## config.mk

```make
export PLATFORM = sky130hd
export DESIGN_NAME = ofpc_ctrl
export DESIGN_NICKNAME = d
export VERILOG_FILES = /design/src/ofpc_pkg.sv /design/src/ofpc_ctrl.sv
export VERILOG_INCLUDE_DIRS = /design/src
export SDC_FILE = /design/constraint.sdc
export NUM_CORES = 1
export LEC_CHECK = 0
export ABC_AREA = 1
export BUFFER_PORTS_ARGS = -buffer_cell sky130_fd_sc_hd__buf_2
export CELL_PAD_IN_SITES_DETAIL_PLACEMENT = 1
export CELL_PAD_IN_SITES_GLOBAL_PLACEMENT = 1
export CORE_MARGIN = 5
export CORE_UTILIZATION = 36
export DETAILED_ROUTE_END_ITERATION = 8
export PLACE_DENSITY_LB_ADDON = 0.1
export SYNTH_ARGS = -nofsm -noshare
export SYNTH_HDL_FRONTEND = slang
export SYNTH_SLANG_ARGS = --single-unit
export TNS_END_PERCENT = 10
```

## constraint.sdc

```tcl
create_clock -name pclk -period 4.9 [get_ports pclk]
set_input_delay 0.245 -clock pclk [delete_from_list [all_inputs] [get_ports pclk]]
set_output_delay 0.245 -clock pclk [all_outputs]
set_load 0.005 [all_outputs]
```

## src/ofpc_map.svh

```systemverilog
// Purpose: offsets, field positions, reset values and timing counts for the clock-control block
// Assumes: byte-wide registers, each in one aligned apb word
// Notes: definitions only
`ifndef OFPC_MAP_SVH
`define OFPC_MAP_SVH
`define OFPC_ADDR_W 20
`define OFPC_OSC_FREQ_DIVIDE_ADDR 20'hF00A8
`define OFPC_SUBSYS_CLOCK_SEL_ADDR 20'hF00F3
`define OFPC_PLL_CONTROL_ADDR 20'hF02E5
`define OFPC_SUBSYS_CLK_SEL_BIT 4
`define OFPC_REF_DIV_SEL_BIT 2
`define OFPC_MULT_SEL_BIT 1
`define OFPC_PLL_ENABLE_BIT 0
`define OFPC_BASE_FREQ_SEL_BIT 3
`define OFPC_SUBSYS_RESET 8'h00
`define OFPC_PLL_RESET 8'h00
`define OFPC_OSC_DIV_RESET 3'h0
`define OFPC_OLD_FREQ_CLKS 2'h3
`define OFPC_NEW_FREQ_CLKS 2'h3
`endif

```

## src/ofpc_pkg.sv

```systemverilog
// Purpose: types shared by the clock-control block
// Assumes: nothing beyond the map header
// Notes: state and status carriers
package ofpc_pkg;
	typedef enum logic [2:0] {
		OFPC_RUN = 3'h1,
		OFPC_OLD = 3'h2,
		OFPC_WAIT = 3'h4
	} ofpc_sw_t;
	typedef struct packed {
		logic [2:0] osc_div;
		logic valid;
		logic [5:0] mhz;
		logic switching;
		logic clk_stall;
	} ofpc_osc_t;
	typedef struct packed {
		logic run;
		logic ref_half;
		logic [4:0] vco_mult;
		logic [3:0] out_mult;
	} ofpc_pll_t;
	typedef struct packed {
		logic rtc_from_sel;
		logic itmr_from_lso;
		logic gtmr_lso_allowed;
		logic lso_run;
	} ofpc_route_t;
endpackage

```

## src/ofpc_ctrl.sv

```systemverilog
// Purpose: count-clock select, on-chip oscillator divide and pll control registers over apb
// Assumes: option byte bits and watchdog option are static straps from the option block
// Notes: the analog clock paths live outside; this block drives their controls
`include "ofpc_map.svh"
// Notes on behaviour
// RULE_01 - supply-mode register byte writes, resets zero
// RULE_02 - select zero: rtc clock drives rtc, interval
// RULE_03 - select one: interval timer from low-speed oscillator
// RULE_04 - software keeps select zero using rtc
// RULE_05 - divide field reset loads option byte bits
// RULE_06 - base select picks 24 or 32 MHz
// RULE_07 - codes divide by 1,2,4,8; others restricted; code also allows 4 and 5 (2 and 1 MHz) at the 32 MHz base
// RULE_08 - frequency select register byte writes only
// RULE_09 - three old clocks, then three stalled
// RULE_10 - software writes divide only on oscillator clock
// RULE_11 - software leaves pll before changing frequency
// RULE_12 - pll register bit or byte, resets zero
// RULE_13 - reference is system clock, optionally halved
// RULE_14 - multiplier select gives 12 or 16
// RULE_15 - output halved: effective six or eight
// RULE_16 - enable bit starts or stops pll
// RULE_17 - software changes divide, multiply only stopped
// RULE_18 - software keeps enable while pll selected
// RULE_19 - 4 MHz system clock needs undivided reference
// RULE_20 - software writes zero to pll bits 3-7
// RULE_21 - low-speed oscillator runs on select or watchdog
// RULE_22 - unused bits read zero, ignore writes
module ofpc_ctrl (
	input wire logic pclk,
	input wire logic presetn,
	input wire logic psel,
	input wire logic penable,
	input wire logic pwrite,
	input wire logic [`OFPC_ADDR_W-1:0] paddr,
	input wire logic [31:0] pwdata,
	input wire logic [3:0] pstrb,
	input wire logic [2:0] reset_freq_sel,
	input wire logic base_freq_sel,
	input wire logic watchdog_on_opt,
	output logic [31:0] prdata,
	output logic pready,
	output logic pslverr,
	output ofpc_pkg::ofpc_osc_t osc_o,
	output ofpc_pkg::ofpc_pll_t pll_o,
	output ofpc_pkg::ofpc_route_t route_o
);
	import ofpc_pkg::*;

	typedef struct packed {
		logic [2:0] strap_s1;
		logic [2:0] strap_s2;
		logic base_s1;
		logic base_s2;
		logic wdt_s1;
		logic wdt_s2;
		logic strap_done;
		logic subsys_clk_sel;
		logic [2:0] osc_div;
		logic ref_div_sel;
		logic mult_sel;
		logic pll_enable;
		ofpc_sw_t sw;
		logic [1:0] cnt;
		logic [31:0] prdata;
		logic pready;
		logic pslverr;
		ofpc_osc_t osc;
		ofpc_pll_t pll;
		ofpc_route_t route;
	} ofpc_state_t;

	ofpc_state_t s_q;
	ofpc_state_t s_d;

	// frequency in MHz for a divide code; zero marks a prohibited code
	// six bits: the 32 MHz top code does not fit in five
	function automatic logic [5:0] code_mhz(input logic [2:0] code, input logic base32);
		logic [5:0] base;
		base = base32 ? 6'h20 : 6'h18; // RULE_06
		case (code)
			3'h0: code_mhz = base; // RULE_07
			3'h1: code_mhz = base >> 1;
			3'h2: code_mhz = base >> 2;
			3'h3: code_mhz = base >> 3;
			3'h4: code_mhz = base32 ? 6'h02 : 6'h00;
			3'h5: code_mhz = base32 ? 6'h01 : 6'h00;
			default: code_mhz = 6'h00;
		endcase
	endfunction

	logic setup;
	logic access;
	logic wr;
	logic byte0;
	logic hit_sub;
	logic hit_div;
	logic hit_pll;
	logic byte_ok;

	assign setup = psel && !penable;
	assign access = psel && penable;
	assign hit_sub = paddr[`OFPC_ADDR_W-1:2] == `OFPC_SUBSYS_CLOCK_SEL_ADDR >> 2;
	assign hit_div = paddr[`OFPC_ADDR_W-1:2] == `OFPC_OSC_FREQ_DIVIDE_ADDR >> 2;
	assign hit_pll = paddr[`OFPC_ADDR_W-1:2] == `OFPC_PLL_CONTROL_ADDR >> 2;
	// byte data sits in the low lane; the byte lane must be written
	assign byte0 = pstrb[0];
	assign byte_ok = pwrite ? byte0 : 1'b1;
	assign wr = access && s_q.pready && pwrite && byte0;

	always_comb begin
		s_d = s_q;
		s_d.strap_s1 = reset_freq_sel;
		s_d.strap_s2 = s_q.strap_s1;
		s_d.base_s1 = base_freq_sel;
		s_d.base_s2 = s_q.base_s1;
		s_d.wdt_s1 = watchdog_on_opt;
		s_d.wdt_s2 = s_q.wdt_s1;
		// straps caught after reset release, not under the async reset
		if (!s_q.strap_done && s_q.cnt == 2'h2) begin
			s_d.osc_div = s_q.strap_s2; // RULE_05
			s_d.strap_done = 1'b1;
		end
		// no wait state: answer in the cycle after setup
		s_d.pready = setup;
		s_d.pslverr = setup && !((hit_sub || hit_div || hit_pll) && byte_ok);
		s_d.prdata = 32'h0;
		if (setup && !pwrite) begin
			if (hit_sub) s_d.prdata[`OFPC_SUBSYS_CLK_SEL_BIT] = s_q.subsys_clk_sel; // RULE_22
			if (hit_div) s_d.prdata[2:0] = s_q.osc_div;
			if (hit_pll) s_d.prdata[2:0] = {s_q.ref_div_sel, s_q.mult_sel, s_q.pll_enable};
		end
		if (wr && hit_sub) begin
			s_d.subsys_clk_sel = pwdata[`OFPC_SUBSYS_CLK_SEL_BIT]; // RULE_01
		end
		if (wr && hit_pll) begin
			s_d.ref_div_sel = pwdata[`OFPC_REF_DIV_SEL_BIT]; // RULE_12
			s_d.mult_sel = pwdata[`OFPC_MULT_SEL_BIT];
			s_d.pll_enable = pwdata[`OFPC_PLL_ENABLE_BIT];
		end
		// divide change: old clock runs, then clock stalls, then switch
		case (s_q.sw)
			OFPC_RUN: begin
				if (s_q.strap_done) begin
					s_d.cnt = 2'h0;
				end else begin
					s_d.cnt = s_q.cnt + 2'h1;
				end
				if (wr && hit_div && s_q.strap_done) begin
					s_d.osc_div = pwdata[2:0]; // RULE_08
					s_d.sw = OFPC_OLD;
					s_d.cnt = `OFPC_OLD_FREQ_CLKS;
				end
			end
			OFPC_OLD: begin
				s_d.cnt = s_q.cnt - 2'h1; // RULE_09
				if (s_q.cnt == 2'h1) begin
					s_d.sw = OFPC_WAIT;
					s_d.cnt = `OFPC_NEW_FREQ_CLKS;
				end
			end
			OFPC_WAIT: begin
				s_d.cnt = s_q.cnt - 2'h1; // RULE_09
				if (s_q.cnt == 2'h1) begin
					s_d.sw = OFPC_RUN;
					s_d.cnt = 2'h0;
				end
			end
			default: begin
				s_d.sw = OFPC_RUN;
				s_d.cnt = 2'h0;
			end
		endcase
		// the applied frequency only moves once the stall is over
		if (s_d.sw == OFPC_RUN) begin
			s_d.osc.osc_div = s_d.osc_div;
			s_d.osc.mhz = code_mhz(s_d.osc_div, s_q.base_s2); // RULE_07
			s_d.osc.valid = code_mhz(s_d.osc_div, s_q.base_s2) != 6'h00;
		end
		s_d.osc.switching = s_d.sw != OFPC_RUN;
		s_d.osc.clk_stall = s_d.sw == OFPC_WAIT; // RULE_09
		s_d.pll.run = s_d.pll_enable; // RULE_16
		s_d.pll.ref_half = s_d.ref_div_sel; // RULE_13
		s_d.pll.vco_mult = s_d.mult_sel ? 5'h10 : 5'h0C; // RULE_14
		s_d.pll.out_mult = s_d.mult_sel ? 4'h8 : 4'h6; // RULE_15
		s_d.route.rtc_from_sel = !s_d.subsys_clk_sel; // RULE_02
		s_d.route.itmr_from_lso = s_d.subsys_clk_sel; // RULE_03
		s_d.route.gtmr_lso_allowed = s_d.subsys_clk_sel; // RULE_03
		s_d.route.lso_run = s_d.subsys_clk_sel || s_q.wdt_s2; // RULE_21
	end

	always_ff @(posedge pclk or negedge presetn) begin
		if (!presetn) begin
			s_q <= '0;
			s_q.subsys_clk_sel <= 1'(`OFPC_SUBSYS_RESET >> `OFPC_SUBSYS_CLK_SEL_BIT); // RULE_01
			s_q.pll_enable <= 1'b0; // RULE_12
			s_q.osc_div <= `OFPC_OSC_DIV_RESET;
			s_q.sw <= OFPC_RUN;
			s_q.pll.vco_mult <= 5'h0C;
			s_q.pll.out_mult <= 4'h6;
			s_q.route.rtc_from_sel <= 1'b1;
		end else begin
			s_q <= s_d;
		end
	end

	assign prdata = s_q.prdata;
	assign pready = s_q.pready;
	assign pslverr = s_q.pslverr;
	assign osc_o = s_q.osc;
	assign pll_o = s_q.pll;
	assign route_o = s_q.route;
endmodule // ofpc_ctrl

```

==> run metrics <==
Final Hold Fails 0; Crit path required time 5.07 ns; Crit Path Max Fanout 11; CTS buffer count 5; PortBufs 62; CP Capture Type flop; CTS tree built; register area share after synthesis 42.0%; static leakage 1.44 nW; Layout area overhead 6.66%; DP HPWL 4270 um; Initial Utilization 36.7%; relative slew slack 35.7%; Final Cycle Share 41.3%; clock sink count 44; htree depth 2; ant diodes 0; post-synthesis cell type count 35; Tot Pwr 0.694 mW; Inst Count DP 429; worst r2r path cells 9; Boundary Pins 127; Post-synth EDFFs 0; CORE AREA a little over 7000 um2; ys flop type dfrtp_1; Synth Area per Inst ~9 um2; DR vias/cell 4.27; Worst-path clk slew approximately 0.080 ns; commonest cells after routing, fill and taps aside buf_2 (62), nand2_1 (55), dfrtp_1 (41); Post-Layout Cell Count 437; Final Worst Setup Slack between 2 and 3 ns; CP startpoint kind flop; FMAX 494 MHz; PostCTS Resize Cnt 0; die height 95.5 um; iteration-0 DRC count of the detailed router 61; Slew @ Worst Pin approximately 0.96 ns; clock tree root buffer cell clkbuf_8; first-pass GRT wire length 8470 um; Post-Place Worst Slack 2.85 ns; Die Area 9120 um2; routed len/inst 12.1 um; clock skew 0.00681 ns; total congestion overflow 0; status finished clean; Cells after Synth 300; pin count of the biggest net entering global routing 45; Crit Path Class flop to flop; post-detailed-route count of antenna-violating nets 0; crit path DAT 2.20 ns; VDD IR max 112 uV; initial antenna violation count 0; hold_buf cts 0; Die X 95.5 um; PD cells 247 nW/um2; final slew viol count 0; worst-case clock buffer depth 2; Ys Warns 0; routed vias 1,868; Async S/R FF share, synth 100%; final setup vio count 0; WL final 5280 um; RD Place Congestion 0.765; row count 31; Hold Path Depth 1; nets 407; Min-Delay Path Class input port to flop; setup_tns 0 ns; number of global-route vias before repair 1,818; drt drc 0; drt pass-1 iters 4; Post-Synthesis Cell Area 2630 um2; commonest non-fill, non-tap cell in the layout buf_2; setup bufs post-CTS 0; gr usage total approximately an eighth; Final min period about 2 ns; layout cell share with drive strength beyond 1 32.8%; worst-skew pair later-pin latency 0.29 ns; Seq cells post-synth 44; Max-cap violations 0; RSZ-0062 raised after global routing no
cell type report:
| class | instances | area (um2) |
|---|---|---|
| Fill cell | 880 | 4370 |
| Sequential cell | 44 | 1100 |
| Multi-Input combinational cell | 187 | 1020 |
| Timing Repair Buffer | 62 | 310 |
| Inverter | 37 | 145 |
| Tap cell | 99 | 124 |
| Clock buffer | 8 | 100 |
state kept, by name, summed over array words and instances (netlist names):
signal and count:
pslverr 1, pready 1, route_o 3, s_d 5, pll_o 3, prdata 4
s_q 15, osc_o 12
routing by layer:
layer	track usage, %	vias to the layer above	wire [um]
li1	-	926	-
met2	20.3	57	2610
met3	2.45	5	327
met4	4.27	0	72
met5	0	-	0
met1	15.0	880	2270
final timing paths:
check,start,to,slack [ns]
max,s_q[63]$_DFF_PN1_,osc_o[9]$_DFFE_PN0N_,2.87
min,reset_freq_sel[1],s_d[79]$_DFF_PN0_,0.05
max reg2reg,s_q[63]$_DFF_PN1_,osc_o[9]$_DFFE_PN0N_,2.87
min reg2reg,s_d[78]$_DFF_PN0_,s_q[78]$_DFF_PN0_,0.35
max in group asynchronous,presetn,s_d[78]$_DFF_PN0_,4.20
min in group asynchronous,presetn,pready$_DFF_PN0_,0.10
logic make-up after synthesis:
group / after synthesis / synth area share, %
flip-flops: 44 / 42.0
other: 1 / 0.143
AND/OR/NAND/NOR: 128 / 26.9
adder cells (fa/ha/maj): 4 / 1.90
buffers and inverters: 99 / 23.4
AO/OA/AOI/OAI: 24 / 5.61
cell usage after synthesis, types with 2 or more instances:
cell type | n | area share (%)
a211oi_1 | 3 | 0.86
buf_4 | 61 | 17
dfrtp_1 | 41 | 39
dfstp_2 | 3 | 3.0
ha_1 | 4 | 1.9
inv_1 | 28 | 4.0
inv_2 | 5 | 0.71
inv_4 | 2 | 0.48
nand2_1 | 55 | 7.8
nand2_2 | 6 | 1.4
nand2_4 | 3 | 1.3
nand3_1 | 21 | 4.0
nand3_2 | 6 | 2.3
nand4_1 | 2 | 0.48
nand4_2 | 3 | 1.4
nor2_1 | 16 | 2.3
nor2_2 | 2 | 0.48
nor2_4 | 7 | 3.0
nor3_1 | 2 | 0.38
o21a_1 | 3 | 0.86
o21ai_0 | 8 | 1.5
o21ai_1 | 5 | 0.95
o221ai_1 | 2 | 0.67
where the power goes:
group | internal [mW] | switching (mW)
Sequential | 0.374 | 0.00581
Combinational | 0.0242 | 0.0423
Clock | 0.129 | 0.119
per-stage QoR:
step | hold WS [ns] | cell area [um2] | util [%]
finish | 0.0518 | 2810 | 39.1
floorplan | -0.0506 | 2740 | -
global placement | 0.333 | 2710 | 37.7
global route | 0.0379 | 2810 | 39.1
CTS | 0.0385 | 2810 | 39.1
detailed placement | 0.336 | 2710 | 37.7
worst max-delay path: stages (launching register included):
cell and delay [ns]:
dfstp_2 0.54, inv_1 0.05, nand3_1 0.18, nand3_1 0.10, o21ai_1 0.08, inv_1 0.05, nand2_1 0.34, clkinv_1 0.36
nand2_1 0.12, o21ai_0 0.08
Note: power is estimated with default switching activity, not from simulation.
